**src/logic/dpsui_pkg.sv**
```systemverilog
package dpsui_pkg;

    // Timing base
    localparam longint unsigned CLK_HZ       = 200_000_000;
    localparam longint unsigned DEBOUNCE_MS  = 10;
    localparam longint unsigned HOLD_S       = 3;
    localparam longint unsigned SHOW_S       = 15;
    localparam longint unsigned CONFIRM_S    = 10;
    localparam longint unsigned ACK_MS       = 2000;
    localparam longint unsigned BLINK_MS     = 250;

    localparam logic [31:0] DEBOUNCE_CYC = 32'(CLK_HZ * DEBOUNCE_MS / 1000);
    localparam logic [31:0] HOLD_CYC     = 32'(CLK_HZ * HOLD_S);
    localparam logic [31:0] SHOW_CYC     = 32'(CLK_HZ * SHOW_S);
    localparam logic [31:0] CONFIRM_CYC  = 32'(CLK_HZ * CONFIRM_S);
    localparam logic [31:0] ACK_CYC      = 32'(CLK_HZ * ACK_MS / 1000);
    localparam logic [31:0] BLINK_CYC    = 32'(CLK_HZ * BLINK_MS / 1000);

    // Button indices
    localparam int NBTN     = 5;
    localparam int BTN_TEST = 0;
    localparam int BTN_SET  = 1;
    localparam int BTN_DOWN = 2;
    localparam int BTN_UP   = 3;
    localparam int BTN_PWR  = 4;

    // Register map
    localparam logic [11:0] ADDR_CTRL   = 12'h000;
    localparam logic [11:0] ADDR_STATUS = 12'h004;
    localparam logic [11:0] ADDR_SETPT  = 12'h008;
    localparam int          CTRL_LOCK   = 0;
    localparam logic [31:0] CTRL_RESET  = 32'h0000_0001;
    localparam int          ST_UNIT_ON  = 0;
    localparam int          ST_STATE_LO = 4;
    localparam int          ST_LAMP_LO  = 8;
    localparam int          SP_PEND_LO  = 8;

    // Set-point range
    localparam logic signed [7:0] SP_RESET = 8'sh25;
    localparam logic signed [7:0] SP_MIN   = 8'sh21;
    localparam logic signed [7:0] SP_MAX   = 8'sh30;
    localparam logic signed [7:0] SP_STEP  = 8'sh01;

    typedef enum logic [1:0] {
        DISP_DEW     = 2'h0,
        DISP_SETPT   = 2'h1,
        DISP_STANDBY = 2'h2,
        DISP_OFF     = 2'h3
    } dpsui_disp_e;

    typedef enum logic [3:0] {
        S_NORMAL = 4'h1,
        S_SHOW   = 4'h2,
        S_EDIT   = 4'h4,
        S_ACK    = 4'h8
    } dpsui_state_e;

endpackage

```
**src/logic/dpsui_panel.sv**
```systemverilog
// Notes on behaviour
// - Lamps follow expansion, drain, compressor actuators
// - Drain test only after test held 3 s
// - Set in normal operation shows set-point
// - Set after changing value commits pending value
// - Down steps displayed value one lower
// - Up steps displayed value one higher
// - Power held 3 s toggles unit state
// - Deactivated unit shows off message
// - No adjustment in 15 s returns normal
// - Normal display shows steady dewpoint value
// - Confirm within 10 s stores, flashes set-point
// - Unconfirmed after 10 s discards pending value
// - Standby shows steady standby code
// - Field lock allows viewing, blocks adjustment
// - Ice-melt cooling selects the standby code
//
// Register access over APB and the register offsets were left to the implementer.
module dpsui_panel #(
    parameter logic [31:0] DEBOUNCE_CYC = dpsui_pkg::DEBOUNCE_CYC,
    parameter logic [31:0] HOLD_CYC     = dpsui_pkg::HOLD_CYC,
    parameter logic [31:0] SHOW_CYC     = dpsui_pkg::SHOW_CYC,
    parameter logic [31:0] CONFIRM_CYC  = dpsui_pkg::CONFIRM_CYC,
    parameter logic [31:0] ACK_CYC      = dpsui_pkg::ACK_CYC,
    parameter logic [31:0] BLINK_CYC    = dpsui_pkg::BLINK_CYC
) (
    // Clock and reset
    input  wire logic                   pclk,
    input  wire logic                   presetn,
    // APB slave
    input  wire logic                   psel,
    input  wire logic                   penable,
    input  wire logic                   pwrite,
    input  wire logic [11:0]            paddr,
    input  wire logic [31:0]            pwdata,
    output logic                        pready,
    output logic                        pslverr,
    output logic [31:0]                 prdata,
    // Pushbuttons, active high
    input  wire logic                   btn_test,
    input  wire logic                   btn_set,
    input  wire logic                   btn_down,
    input  wire logic                   btn_up,
    input  wire logic                   btn_power,
    // Control loop state
    input  wire logic                   direct_expansion,
    input  wire logic                   drain_valve_on,
    input  wire logic                   compressor_on,
    input  wire logic                   ice_melt_active,
    input  wire logic signed [7:0]      dewpoint,
    // Lamps and control loop requests
    output logic                        expansion_valve_lamp,
    output logic                        drain_valve_lamp,
    output logic                        compressor_lamp,
    output logic                        drain_test,
    output logic                        unit_on,
    output logic signed [7:0]           setpoint,
    // Display
    output dpsui_pkg::dpsui_disp_e      disp_sel,
    output logic signed [7:0]           disp_value,
    output logic                        disp_blank
);

    localparam int NB = dpsui_pkg::NBTN;

    logic [NB-1:0] raw;
    logic [NB-1:0] press;
    logic [NB-1:0] held;

    assign raw = {btn_power, btn_up, btn_down, btn_set, btn_test};

    // Per-button debounce and hold qualification
    for (genvar i = 0; i < NB; i++)
    begin : g_btn
        logic [31:0] db_cnt_r;
        logic [31:0] db_cnt_nxt;
        logic [31:0] hold_r;
        logic [31:0] hold_nxt;
        logic        stable_r;
        logic        stable_nxt;

        always_comb
        begin
            db_cnt_nxt = 32'h0000_0000;
            stable_nxt = stable_r;
            hold_nxt   = hold_r;
            if (raw[i] != stable_r)
            begin
                db_cnt_nxt = db_cnt_r + 32'h0000_0001;
                if (db_cnt_r >= DEBOUNCE_CYC - 32'h0000_0001)
                begin
                    stable_nxt = raw[i];
                    db_cnt_nxt = 32'h0000_0000;
                end
            end
            // Saturates so the hold fires once per press
            if (!stable_r)
                hold_nxt = 32'h0000_0000;
            else if (hold_r < HOLD_CYC)
                hold_nxt = hold_r + 32'h0000_0001;
        end

        always_ff @(posedge pclk or negedge presetn)
        begin
            if (!presetn)
            begin
                db_cnt_r <= 32'h0000_0000;
                stable_r <= 1'b0;
                hold_r   <= 32'h0000_0000;
            end
            else
            begin
                db_cnt_r <= db_cnt_nxt;
                stable_r <= stable_nxt;
                hold_r   <= hold_nxt;
            end
        end

        assign press[i] = stable_nxt && !stable_r;
        assign held[i]  = stable_r && (hold_r == HOLD_CYC - 32'h0000_0001);
    end

    // Control registers
    logic                       lock_r;
    logic                       lock_nxt;
    logic [31:0]                prdata_r;
    logic [31:0]                prdata_nxt;
    logic                       addr_ok;

    // Panel state
    dpsui_pkg::dpsui_state_e    state_r;
    dpsui_pkg::dpsui_state_e    state_nxt;
    logic [31:0]                timer_r;
    logic [31:0]                timer_nxt;
    logic [31:0]                blink_cnt_r;
    logic [31:0]                blink_cnt_nxt;
    logic                       blink_r;
    logic                       blink_nxt;
    logic                       unit_on_r;
    logic                       unit_on_nxt;
    logic signed [7:0]          stored_r;
    logic signed [7:0]          stored_nxt;
    logic signed [7:0]          pending_r;
    logic signed [7:0]          pending_nxt;
    logic                       test_r;
    logic                       test_nxt;
    logic [2:0]                 lamp_r;
    logic [2:0]                 lamp_nxt;
    dpsui_pkg::dpsui_disp_e     sel_r;
    dpsui_pkg::dpsui_disp_e     sel_nxt;
    logic signed [7:0]          val_r;
    logic signed [7:0]          val_nxt;
    logic                       blank_r;
    logic                       blank_nxt;
    logic                       adj_dn;
    logic                       adj_up;

    // Field lock blocks every adjustment; viewing stays allowed
    assign adj_dn = press[dpsui_pkg::BTN_DOWN] && !lock_r;
    assign adj_up = press[dpsui_pkg::BTN_UP] && !lock_r;

    always_comb
    begin
        state_nxt   = state_r;
        timer_nxt   = timer_r + 32'h0000_0001;
        unit_on_nxt = unit_on_r;
        stored_nxt  = stored_r;
        pending_nxt = pending_r;
        test_nxt    = 1'b0;
        if (held[dpsui_pkg::BTN_PWR])
            unit_on_nxt = !unit_on_r;
        if (!unit_on_r)
        begin
            state_nxt = dpsui_pkg::S_NORMAL;
            timer_nxt = 32'h0000_0000;
        end
        else
        begin
            unique case (state_r)
                dpsui_pkg::S_NORMAL:
                begin
                    test_nxt  = held[dpsui_pkg::BTN_TEST];
                    timer_nxt = 32'h0000_0000;
                    if (press[dpsui_pkg::BTN_SET])
                        state_nxt = dpsui_pkg::S_SHOW;
                end
                dpsui_pkg::S_SHOW:
                begin
                    if (adj_dn || adj_up)
                    begin
                        state_nxt   = dpsui_pkg::S_EDIT;
                        timer_nxt   = 32'h0000_0000;
                        pending_nxt = stored_r;
                    end
                    else if (press[dpsui_pkg::BTN_SET] || timer_r >= SHOW_CYC - 32'h0000_0001)
                        state_nxt = dpsui_pkg::S_NORMAL;
                end
                dpsui_pkg::S_EDIT:
                begin
                    if (press[dpsui_pkg::BTN_SET])
                    begin
                        stored_nxt = pending_r;
                        state_nxt  = dpsui_pkg::S_ACK;
                        timer_nxt  = 32'h0000_0000;
                    end
                    else if (adj_dn || adj_up)
                        timer_nxt = 32'h0000_0000;
                    else if (timer_r >= CONFIRM_CYC - 32'h0000_0001)
                        state_nxt = dpsui_pkg::S_NORMAL;
                end
                dpsui_pkg::S_ACK:
                begin
                    if (timer_r >= ACK_CYC - 32'h0000_0001)
                        state_nxt = dpsui_pkg::S_NORMAL;
                end
            endcase
        end
        // Step from the stored value on the first adjustment
        if (state_r == dpsui_pkg::S_SHOW || state_r == dpsui_pkg::S_EDIT)
        begin
            if (adj_dn && pending_nxt > dpsui_pkg::SP_MIN)
                pending_nxt = pending_nxt - dpsui_pkg::SP_STEP;
            else if (adj_up && pending_nxt < dpsui_pkg::SP_MAX)
                pending_nxt = pending_nxt + dpsui_pkg::SP_STEP;
        end
    end

    // Display selection and acknowledge flashing
    always_comb
    begin
        lamp_nxt      = {compressor_on, drain_valve_on, direct_expansion};
        blink_cnt_nxt = 32'h0000_0000;
        blink_nxt     = 1'b0;
        blank_nxt     = 1'b0;
        if (state_nxt == dpsui_pkg::S_ACK)
        begin
            blink_cnt_nxt = blink_cnt_r + 32'h0000_0001;
            blink_nxt     = blink_r;
            if (blink_cnt_r >= BLINK_CYC - 32'h0000_0001)
            begin
                blink_cnt_nxt = 32'h0000_0000;
                blink_nxt     = !blink_r;
            end
        end
        if (!unit_on_nxt)
        begin
            sel_nxt = dpsui_pkg::DISP_OFF;
            val_nxt = 8'sh00;
        end
        else if (state_nxt == dpsui_pkg::S_EDIT)
        begin
            sel_nxt = dpsui_pkg::DISP_SETPT;
            val_nxt = pending_nxt;
        end
        else if (state_nxt != dpsui_pkg::S_NORMAL)
        begin
            sel_nxt   = dpsui_pkg::DISP_SETPT;
            val_nxt   = stored_nxt;
            blank_nxt = blink_nxt;
        end
        else if (ice_melt_active)
        begin
            sel_nxt = dpsui_pkg::DISP_STANDBY;
            val_nxt = 8'sh00;
        end
        else
        begin
            sel_nxt = dpsui_pkg::DISP_DEW;
            val_nxt = dewpoint;
        end
    end

    always_ff @(posedge pclk or negedge presetn)
    begin
        if (!presetn)
        begin
            state_r     <= dpsui_pkg::S_NORMAL;
            timer_r     <= 32'h0000_0000;
            blink_cnt_r <= 32'h0000_0000;
            blink_r     <= 1'b0;
            unit_on_r   <= 1'b0;
            stored_r    <= dpsui_pkg::SP_RESET;
            pending_r   <= dpsui_pkg::SP_RESET;
            test_r      <= 1'b0;
            lamp_r      <= 3'h0;
            sel_r       <= dpsui_pkg::DISP_OFF;
            val_r       <= 8'sh00;
            blank_r     <= 1'b0;
        end
        else
        begin
            state_r     <= state_nxt;
            timer_r     <= timer_nxt;
            blink_cnt_r <= blink_cnt_nxt;
            blink_r     <= blink_nxt;
            unit_on_r   <= unit_on_nxt;
            stored_r    <= stored_nxt;
            pending_r   <= pending_nxt;
            test_r      <= test_nxt;
            lamp_r      <= lamp_nxt;
            sel_r       <= sel_nxt;
            val_r       <= val_nxt;
            blank_r     <= blank_nxt;
        end
    end

    // APB slave, zero wait states; read data captured in the setup cycle
    always_comb
    begin
        lock_nxt   = lock_r;
        prdata_nxt = prdata_r;
        addr_ok    = (paddr == dpsui_pkg::ADDR_CTRL) || (paddr == dpsui_pkg::ADDR_STATUS)
                     || (paddr == dpsui_pkg::ADDR_SETPT);
        if (psel && penable && pwrite && paddr == dpsui_pkg::ADDR_CTRL)
            lock_nxt = pwdata[dpsui_pkg::CTRL_LOCK];
        if (psel && !penable)
        begin
            prdata_nxt = 32'h0000_0000;
            unique case (paddr)
                dpsui_pkg::ADDR_CTRL:
                    prdata_nxt[dpsui_pkg::CTRL_LOCK] = lock_r;
                dpsui_pkg::ADDR_STATUS:
                begin
                    prdata_nxt[dpsui_pkg::ST_UNIT_ON] = unit_on_r;
                    prdata_nxt[dpsui_pkg::ST_STATE_LO +: 4] = state_r;
                    prdata_nxt[dpsui_pkg::ST_LAMP_LO +: 3] = lamp_r;
                end
                dpsui_pkg::ADDR_SETPT:
                begin
                    prdata_nxt[7:0] = stored_r;
                    prdata_nxt[dpsui_pkg::SP_PEND_LO +: 8] = pending_r;
                end
                default:
                    prdata_nxt = 32'h0000_0000;
            endcase
        end
    end

    always_ff @(posedge pclk or negedge presetn)
    begin
        if (!presetn)
        begin
            lock_r   <= dpsui_pkg::CTRL_RESET[dpsui_pkg::CTRL_LOCK];
            prdata_r <= 32'h0000_0000;
        end
        else
        begin
            lock_r   <= lock_nxt;
            prdata_r <= prdata_nxt;
        end
    end

    assign pready               = 1'b1;
    assign pslverr              = psel && penable && !addr_ok;
    assign prdata               = prdata_r;
    assign expansion_valve_lamp = lamp_r[0];
    assign drain_valve_lamp     = lamp_r[1];
    assign compressor_lamp      = lamp_r[2];
    assign drain_test           = test_r;
    assign unit_on              = unit_on_r;
    assign setpoint             = stored_r;
    assign disp_sel             = sel_r;
    assign disp_value           = val_r;
    assign disp_blank           = blank_r;
endmodule // dpsui_panel

```
**config.mk**
```make
export PLATFORM = sky130hd
export DESIGN_NAME = dpsui_panel
export DESIGN_NICKNAME = d
export VERILOG_FILES = /design/src/logic/dpsui_pkg.sv /design/src/logic/dpsui_panel.sv
export SDC_FILE = /design/constraint.sdc
export NUM_CORES = 1
export LEC_CHECK = 0
export BUFFER_PORTS_ARGS = -buffer_cell sky130_fd_sc_hd__buf_2
export CAP_MARGIN = 0
export CELL_PAD_IN_SITES_DETAIL_PLACEMENT = 1
export CELL_PAD_IN_SITES_GLOBAL_PLACEMENT = 1
export CORE_MARGIN = 4
export CORE_UTILIZATION = 43
export DETAILED_ROUTE_END_ITERATION = 6
export PLACE_DENSITY = 0.78
export SLEW_MARGIN = 10
export SYNTH_ARGS = -nofsm -noshare
export SYNTH_HDL_FRONTEND = slang
export SYNTH_SLANG_ARGS = --single-unit
```
**constraint.sdc**
```tcl
create_clock -name pclk -period 4.1 [get_ports pclk]
set_clock_uncertainty 0.15 [all_clocks]
set_input_delay 0.205 -clock pclk [delete_from_list [all_inputs] [get_ports pclk]]
set_output_delay 0.205 -clock pclk [all_outputs]
set_load 0.02 [all_outputs]
```
==> impl_metrics.tcl, run 1 <==
set metrics [dict create \
    synth-main-ff-cell "dfrtp_1" \
    grt_pass1_wl_um 67700 \
    yosys_warnings 0 \
    syn_to_final_growth_pct 19.7 \
    crit_chain "or4_4, or4_4, o221ai_4, a21bo_2, a21o_4, mux2_4, inv_4, ha_4, nor2_4, o21ai_2, nand2_1, mux2_4, and3_4, and3_4, a22oi_2, xnor2_2, a211oi_2" \
    grt_setup_unrepaired "yes" \
    drive_gt1_share_pct 13.9 \
    final_cells 2348 \
    endpoint_kind "flip-flop" \
    vdd_drop_max_mv 0.371 \
    crit_type "flip-flop to flip-flop" \
    ys_ff_latch 347 \
    rows 70 \
    grt_overflow 0 \
    fin_tns_setup_ns -0.172 \
    arrival_ns 4.51 \
    synthArstFlopShare_pct 100 \
    io_buffers 75 \
    final.min_clock_period_ns 4.20 \
    cts_buffers 40 \
    viasPerCell 5.30 \
    routabilityCongestion 0.847 \
    core_mm2 0.0369 \
    power.density_mw_per_mm2 373 \
    dr.pass1.iters 4 \
    drc 0 \
    wl_per_cell_um 17.2 \
    hpwl_um 26000 \
    violations "negative setup slack" \
    power.leakage_nw 8.38 \
    ys_seq_area_share_pct 53.7 \
    die_y_um 202 \
    fin_ws_ns -0.104 \
    fillers 4142 \
    final_common_cell "dfrtp_1" \
    drv_cap 0 \
    critical-path-slowest-cell "or4_4" \
    slew_headroom_pct 30.7 \
    avgSynthCellArea_um2 10.1 \
    grt_pass1_vias 13500 \
    final_nets 1893 \
    mostFrequentLayoutCells "dfrtp_1, nor2_1, nand2_1" \
    die_x_um 202 \
    synth_edf_count 0 \
    syn_inst 1606 \
    worst_pin_slew_ns 1.04 \
    timing.hold.ws_ns 0.0575 \
    cts_tree "done" \
    cp-start-kind "flip-flop" \
    path_clk_slew_ns 0.06 \
    finalSetupViolCount 2 \
    vias 12400 \
    start_util_pct 43.9 \
    hold_class "primary input to flip-flop" \
    wl_um 40500 \
    critPathMaxFanout 3 \
    antenna_found_initial 1 \
    htree_levels 2 \
    cts_buffer_depth 3 \
    grt_use_total_pct 19.6 \
    outcome "complete, but fails checks" \
    dieArea_mm2 0.0409 \
    finalHoldViolCount 0 \
    finalCritPeriodShare_pct 103 \
    cp.required_ns 4.41 \
    worst_path_largest_cell_delay_ns 0.53 \
    antenna_left 0 \
    ys_types 73 \
    drtIter0Drc 632 \
    insertion_delay_ns 0.56 \
    ioPinCount 124 \
    slew_violations 0 \
    syn_area_mm2 0.0162 \
    cts_sinks 347 \
    cts_root_buf "clkbuf_16" \
    grt_max_degree 99 \
    fmaxAchievable_mhz 238 \
    dpl.cell_count 2243 \
]
[final timing paths]
path	start	end	slack, ns	cells after the start
min	paddr[2]	prdata[1]	0.06	5
min reg2reg	timer_r[0]	timer_r[0]	0.32	1
min in group asynchronous	presetn	g_btn[4].hold_r[21]	0.07	2
max reg2reg	g_btn[3].db_cnt_r[11]	disp_value[4]	-0.10	17
max in group asynchronous	presetn	g_btn[4].hold_r[29]	2.73	3
max	g_btn[3].db_cnt_r[11]	disp_value[4]	-0.10	17
[routing by layer]
metal | up-vias | GRT usage [%] | share of wire [%]
met5 | - | 0 | 0
met4 | 0 | 5.63 | 2.6
met3 | 83 | 3.69 | 3.8
met2 | 220 | 34.0 | 50
met1 | 6277 | 25.3 | 44
li1 | 5853 | - | -
[area by class of cell]
| cell class | instances | area [um^2] | area share (%) |
|---|---|---|---|
| diodes | 1 | 2.50 | 0.0129 |
| clock inverters | 12 | 136 | 0.703 |
| repair buffers | 146 | 1010 | 5.19 |
| multi-input cells | 1240 | 7600 | 39.2 |
| inverters | 40 | 153 | 0.787 |
| well taps | 504 | 631 | 3.25 |
| flip-flops and latches | 347 | 8700 | 44.8 |
| clock buffers | 58 | 1170 | 6.04 |
[worst max-delay path, delay by kind of cell (launching register included)]
family,cells,cell delay [ns]
simple gates,6,1.50
compound gates,6,1.07
mux,2,0.65
flops,1,0.38
fa+ha+maj,1,0.15
xor+xnor,1,0.10
buf+inv,1,0.09
[cell families after synthesis]
| kind of cell | share of synthesized area, % |
|---|---|
| and+or+nand+nor | 22.5 |
| DFF | 53.7 |
| xor gates and xnor gates | 11.0 |
| AOI/OAI and AO/OA | 6.76 |
| buffers and inverters | 2.70 |
| muxes | 2.37 |
| adders and majority gates | 0.927 |
| other | 0.0463 |
[where the power goes]
group          internal [W]  switching (W)  total, W
Sequential          0.00347      0.0000186   0.00348
Combinational     0.0000570       0.000143  0.000200
Clock               0.00212        0.00144   0.00355
[through the flow]
stage	area, um^2	total power [W]	worst slack [ns]	util [%]
floorplan	16500	0.00362	0.00230	-
global placement	17500	0.00372	-0.00454	47.6
detailed placement	17500	0.00373	-0.155	47.6
CTS	19200	0.00732	0.00873	52.1
global route	19400	0.00754	-0.202	52.6
finish	19400	0.00724	-0.104	52.6
[Yosys cell counts (36+ instances only)]
cell type | number | area (um^2)
nand4_1 | 37 | 231
nand3_1 | 99 | 495
and2_1 | 38 | 238
and3_1 | 43 | 269
dfrtp_1 | 337 | 8430
nor3_1 | 36 | 180
o21ai_0 | 40 | 200
xor2_1 | 99 | 867
inv_1 | 39 | 146
nand2_1 | 139 | 522
nor2_1 | 259 | 972
xnor2_1 | 105 | 920
[registers in the layout (all words and copies together), names as in the netlist]
register and cells:
g_btn.db_cnt_r 160, g_btn.hold_r 64, blink_cnt_r 32, timer_r 32, prdata 16, disp_value 8, pending_r 8, setpoint 8
g_btn.stable_r 5, state_r 4, lamp_r 3, disp_sel 2, blink_r 1, disp_blank 1, drain_test 1, lock_r 1
unit_on 1
[repair_timing]
action,4_1_cts,5_1_grt
pin swaps,6,7
resized for setup,11,30
endpoints found under the hold margin,91,0
hold buffers,24,0
buffers inserted,5,5
setup endpoints to repair,8,12
(Power assumes the default switching activity.)
==> run 2, diff against run 1 <==
--- a/config.mk
+++ b/config.mk
@@ -12,7 +12,8 @@
 export CORE_MARGIN = 4
 export CORE_UTILIZATION = 43
 export DETAILED_ROUTE_END_ITERATION = 6
-export PLACE_DENSITY = 0.78
+export GPL_TIMING_DRIVEN = 0
+export PLACE_DENSITY_LB_ADDON = 0.1
 export SLEW_MARGIN = 10
 export SYNTH_ARGS = -nofsm -noshare
 export SYNTH_HDL_FRONTEND = slang
==> impl_metrics.tcl, run 2 (synthesized netlist as in run 1, its figures left out) <==
set metrics [dict create \
    dieArea_mm2 0.0409 \
    vias 12200 \
    endpoint_kind "flip-flop" \
    drtIter0Drc 391 \
    critical-path-slowest-cell "or4_4" \
    io_buffers 75 \
    vdd_drop_max_mv 0.330 \
    drive_gt1_share_pct 13.5 \
    crit_chain "or4_4, or4_4, o221ai_4, a21bo_2, a21o_1, buf_6, mux2_4, inv_4, ha_4, nor2_4, o21ai_1, nand2_1, mux2_4, and3_4, and3_4, a22oi_2, xnor2_2, a211oi_2" \
    top_register "g_btn.db_cnt_r" \
    drc 0 \
    rows 70 \
    slew_headroom_pct 20.9 \
    antenna_left 0 \
    arrival_ns 4.52 \
    finalSetupViolCount 7 \
    core_mm2 0.0369 \
    reg.largest.list "g_btn.db_cnt_r x160, g_btn.hold_r x64" \
    viasPerCell 5.14 \
    cts_buffers 40 \
    cts_sinks 347 \
    mostFrequentLayoutCells "dfrtp_1, nor2_1, nand2_1" \
    fillers 4093 \
    final_nets 1921 \
    fin_tns_setup_ns -0.661 \
    slew_violations 0 \
    dr.pass1.iters 4 \
    grt_max_degree 88 \
    placed_cell_area_mm2 0.0176 \
    final_area_mm2 0.0196 \
    critPathMaxFanout 3 \
    finalHoldViolCount 0 \
    syn_to_final_growth_pct 20.9 \
    grt_use_total_pct 19.2 \
    power.density_mw_per_mm2 375 \
    fmaxAchievable_mhz 233 \
    ioPinCount 124 \
    grt_overflow 0 \
    timing.hold.ws_ns 0.0255 \
    htree_levels 2 \
    critPathTopFamily "simple AND/OR/NAND/NOR gates" \
    cts_root_buf "clkbuf_16" \
    wl_um 38800 \
    hold_class "primary input to async pin" \
    largest_reg_flops 160 \
    drv_cap 0 \
    final.min_clock_period_ns 4.29 \
    cp.required_ns 4.33 \
    worst_pin_slew_ns 1.18 \
    finalPower_w 0.00734 \
    cts_tree "done" \
    insertion_delay_ns 0.55 \
    outcome "complete, but fails checks" \
    hpwl_um 26700 \
    cp-start-kind "flip-flop" \
    worst_path_largest_cell_delay_ns 0.54 \
    grt_pass1_wl_um 66200 \
    antenna_found_initial 0 \
    fin_ws_ns -0.195 \
    path_clk_slew_ns 0.06 \
    violations "negative setup slack" \
    crit_type "flip-flop to flip-flop" \
    grt_pass1_vias 13300 \
    grt_setup_unrepaired "yes" \
    die_y_um 202 \
    power.leakage_nw 8.47 \
    cts_buffer_depth 3 \
    finalCritPeriodShare_pct 105 \
    wl_per_cell_um 16.3 \
    start_util_pct 43.9 \
    cp_num_buf_inv 2 \
    routabilityCongestion 0.819 \
    die_x_um 202 \
    antenna_cells 0 \
    final_common_cell "dfrtp_1" \
]
==> run 2: metal layers <==
layer | track usage [%] | wire [um] | vias up
li1 | - | - | 5913
met1 | 25.4 | 17700 | 6120
met2 | 32.8 | 19100 | 148
met3 | 2.92 | 1160 | 48
met4 | 5.60 | 802 | 0
met5 | 0 | 0 | -
==> run 2: path summary, 6_finish.rpt <==
| path | slack [ns] | startpoint | cells past startpoint | to |
|---|---|---|---|---|
| setup / recovery | -0.19 | g_btn[3].db_cnt_r[13] | 18 | disp_value[4] |
| hold / removal | 0.03 | presetn | 2 | g_btn[2].db_cnt_r[4] |
| hold reg to reg | 0.33 | prdata[1] | 2 | prdata[1] |
| min in group pclk | 0.11 | paddr[3] | 4 | prdata[6] |
| setup reg to reg | -0.19 | g_btn[3].db_cnt_r[13] | 18 | disp_value[4] |
| max in group asynchronous | 2.25 | presetn | 5 | disp_sel[0] |
==> run 2: final cells by class <==
class	count	area, um^2	share of cell area (%)
buffer	55	294	1.50
clock buffer	60	1190	6.07
clock inverter	14	166	0.849
inverter	40	153	0.779
multi-input combinational	1240	7600	38.8
sequential	347	8700	44.4
tap	504	631	3.22
timing repair buffer	119	863	4.41
==> run 2: repair_timing <==
action / 4_1_cts / 5_1_grt
cloned: 0 / 0
hold buffers: 27 / 0
hold endpoints to repair: 134 / 0
buffers inserted: 10 / 4
pin swaps: 7 / 7
resized for setup: 23 / 15
setup endpoints to repair: 14 / 33
==> run 2: stage by stage <==
stage | instances | worst slack, ns | util (%)
global placement | 2261 | -4.17 | 47.5
detailed placement | 2265 | -0.613 | 47.8
CTS | 2376 | -0.132 | 52.8
finish | 2379 | -0.195 | 53.1
global route | 2379 | -0.303 | 53.1
floorplan | 1682 | 0.00230 | -
==> run 2: power breakdown <==
part           leakage [nW]  internal, W  switching (W)
Combinational          3.16    0.0000752       0.000144
Sequential             4.65      0.00347      0.0000188
Clock                 0.666      0.00220        0.00143
==> run 3, diff against run 2 <==
--- a/config.mk
+++ b/config.mk
@@ -5,12 +5,14 @@
 export SDC_FILE = /design/constraint.sdc
 export NUM_CORES = 1
 export LEC_CHECK = 0
+export ABC_AREA = 1
 export BUFFER_PORTS_ARGS = -buffer_cell sky130_fd_sc_hd__buf_2
 export CAP_MARGIN = 0
 export CELL_PAD_IN_SITES_DETAIL_PLACEMENT = 1
 export CELL_PAD_IN_SITES_GLOBAL_PLACEMENT = 1
 export CORE_MARGIN = 4
-export CORE_UTILIZATION = 43
+export CORE_UTILIZATION = 41
+export CTS_CLUSTER_SIZE = 24
 export DETAILED_ROUTE_END_ITERATION = 6
 export GPL_TIMING_DRIVEN = 0
 export PLACE_DENSITY_LB_ADDON = 0.1
==> impl_metrics.tcl, run 3 <==
set metrics [dict create \
    outcome "finished, final reports clean" \
    cp-start-kind "flip-flop" \
    synth_edf_count 0 \
    dieArea_mm2 0.0443 \
    final_common_cell "nand2_1" \
    insertion_delay_ns 0.55 \
    fmaxAchievable_mhz 271 \
    cts_sinks 347 \
    slew_headroom_pct 24.2 \
    hold_class "primary input to flip-flop" \
    synthArstFlopShare_pct 100 \
    top_register "g_btn.db_cnt_r" \
    ioPinCount 124 \
    die_x_um 210 \
    cts_buffers 41 \
    cts_root_buf "clkbuf_16" \
    cts_tree "done" \
    viasPerCell 5.05 \
    avgSynthCellArea_um2 8.32 \
    arrival_ns 3.99 \
    critPathMaxFanout 10 \
    io_buffers 75 \
    ys_types 58 \
    yosysMostFrequentCell "nand2_1" \
    largest_reg_flops 160 \
    antenna_cells 0 \
    antenna_found_initial 0 \
    syn_inst 2021 \
    grt_pass1_wl_um 73500 \
    syn_to_final_growth_pct 18.0 \
    endpoint_kind "flip-flop" \
    crit_type "flip-flop to flip-flop" \
    grt_pass1_vias 15200 \
    yosys_warnings 0 \
    dr.pass1.iters 4 \
    layout.core_utilization_pct 49.5 \
    start_util_pct 41.9 \
    syn_area_mm2 0.0168 \
    slew_violations 0 \
    finalSetupViolCount 0 \
    core_mm2 0.0401 \
    final_nets 2322 \
    power.leakage_nw 8.98 \
    grt_setup_unrepaired "no" \
    final.min_clock_period_ns 3.69 \
    yosys.area.top_type_share_pct 50.2 \
    vias 14100 \
    finalHoldViolCount 0 \
    reg.largest.list "g_btn.db_cnt_r x160, g_btn.hold_r x64" \
    routabilityCongestion 0.854 \
    die_y_um 210 \
    drive_gt1_share_pct 10.5 \
    ys_seq_area_share_pct 51.7 \
    wl_per_cell_um 15.5 \
    finalCritPeriodShare_pct 90.0 \
    multi_input_area_mm2 0.00709 \
    mostFrequentLayoutCells "nand2_1, dfrtp_1, nor2_1" \
    synth_common_cells "nand2_1, dfrtp_1, nor2_1, inv_1, nand3_1" \
    seq_area_mm2 0.00870 \
    grt_overflow 0 \
    vdd_drop_max_mv 0.282 \
    antenna_left 0 \
    post_cts.repair.setup_buffers 0 \
    fillers 4876 \
    path_clk_slew_ns 0.06 \
    synth_area_leaders "dfrtp_1, nand2_1, nor2_1" \
    worst_pin_slew_ns 1.13 \
    rows 73 \
    hpwl_um 31000 \
    drtIter0Drc 553 \
    power.density_mw_per_mm2 375 \
    grt_max_degree 105 \
    synth-main-ff-cell "dfrtp_1" \
    drv_cap 0 \
    ys_ff_latch 347 \
    cp.required_ns 4.40 \
    htree_levels 2 \
    fin_tns_setup_ns 0 \
    cts_buffer_depth 3 \
    grt_use_total_pct 19.6 \
    drc 0 \
    finalPower_w 0.00744 \
    wl_um 43300 \
    yosysTopAreaCell "dfrtp_1" \
]
==> run 3: per-layer routing <==
metal | global-route usage [%] | vias up | share of wire (%)
li1 | - | 6971 | -
met1 | 25.7 | 6952 | 46
met2 | 34.4 | 146 | 49
met3 | 2.69 | 47 | 2.9
met4 | 5.39 | 0 | 2.2
met5 | 0 | - | 0
==> run 3: metrics by stage <==
step | hold WS (ns) | area, um^2 | setup WS, ns | std cells
detailed placement | -0.0224 | 18200 | 0.367 | 2700
global route | 0.0726 | 19800 | 0.0737 | 2798
floorplan | -0.241 | 17100 | 1.10 | 2097
CTS | 0.0142 | 19800 | 0.316 | 2798
global placement | 0.166 | 18100 | -4.31 | 2697
finish | 0.0433 | 19800 | 0.410 | 2798
==> run 3: path summary, 6_finish.rpt <==
check / start / end / slack [ns] / cells past startpoint
max: g_btn[3].db_cnt_r[0] / disp_value[6] / 0.41 / 26
min: ice_melt_active / disp_sel[1] / 0.04 / 3
max reg2reg: g_btn[3].db_cnt_r[0] / disp_value[6] / 0.41 / 26
min reg2reg: blink_cnt_r[0] / blink_cnt_r[0] / 0.32 / 1
max in group asynchronous: presetn / g_btn[4].db_cnt_r[26] / 2.07 / 5
min in group asynchronous: presetn / g_btn[0].db_cnt_r[9] / 0.48 / 3
==> run 3: cell type report <==
| class | count | share of cell area [%] |
|---|---|---|
| flip-flops and latches | 347 | 43.8 |
| multi-input cells | 1426 | 35.7 |
| well taps | 525 | 3.31 |
| clock inverters | 14 | 0.958 |
| inverters | 281 | 5.32 |
| repair buffers | 104 | 3.72 |
| clock buffers | 58 | 5.85 |
| plain buffers | 43 | 1.31 |
==> run 3: critical path, cell delays in order, from the launching register on <==
cell and delay [ns]:
dfrtp_1 0.38, ha_1 0.19, nand2_1 0.07, nor2_1 0.16, nand2_1 0.12, nand2_1 0.09, nand2_1 0.05, nand2_1 0.07
nand2_1 0.06, nand2_2 0.09, nand2_2 0.11, nand2_4 0.13, nand2_4 0.07, buf_6 0.16, o21ai_4 0.21, inv_2 0.09
ha_1 0.23, nand3_1 0.14, nand2_1 0.08, nand2_2 0.09, nand3_2 0.09, buf_6 0.17, a21oi_4 0.16, nand2_1 0.07
nand2_1 0.07, nand2_2 0.07, a21oi_2 0.20
==> run 3: logic make-up (layout without fill, tap and decap cells) <==
logic type	after synthesis	count (layout)	synth area share, %
other	2	78	0.0447
multiplexers	1	1	0.0670
XOR/XNOR	47	47	2.45
buffers and inverters	324	500	7.82
AO/OA/AOI/OAI	254	254	8.84
AND/OR/NAND/NOR	1034	1034	28.2
adder cells (fa/ha/maj)	12	12	0.893
flip-flops	347	347	51.7
==> run 3: where the power goes <==
group | internal [W] | switching [W] | total, W
Sequential | 0.00347 | 0.0000202 | 0.00349
Clock | 0.00223 | 0.00145 | 0.00368
Combinational | 0.0000857 | 0.000185 | 0.000271
==> run 3: repair_timing <==
item / in CTS / in global routing
hold endpoints to repair: 267 / 0
resized for setup: 0 / 1
setup endpoints to repair: 0 / 1
hold buffers: 26 / 0
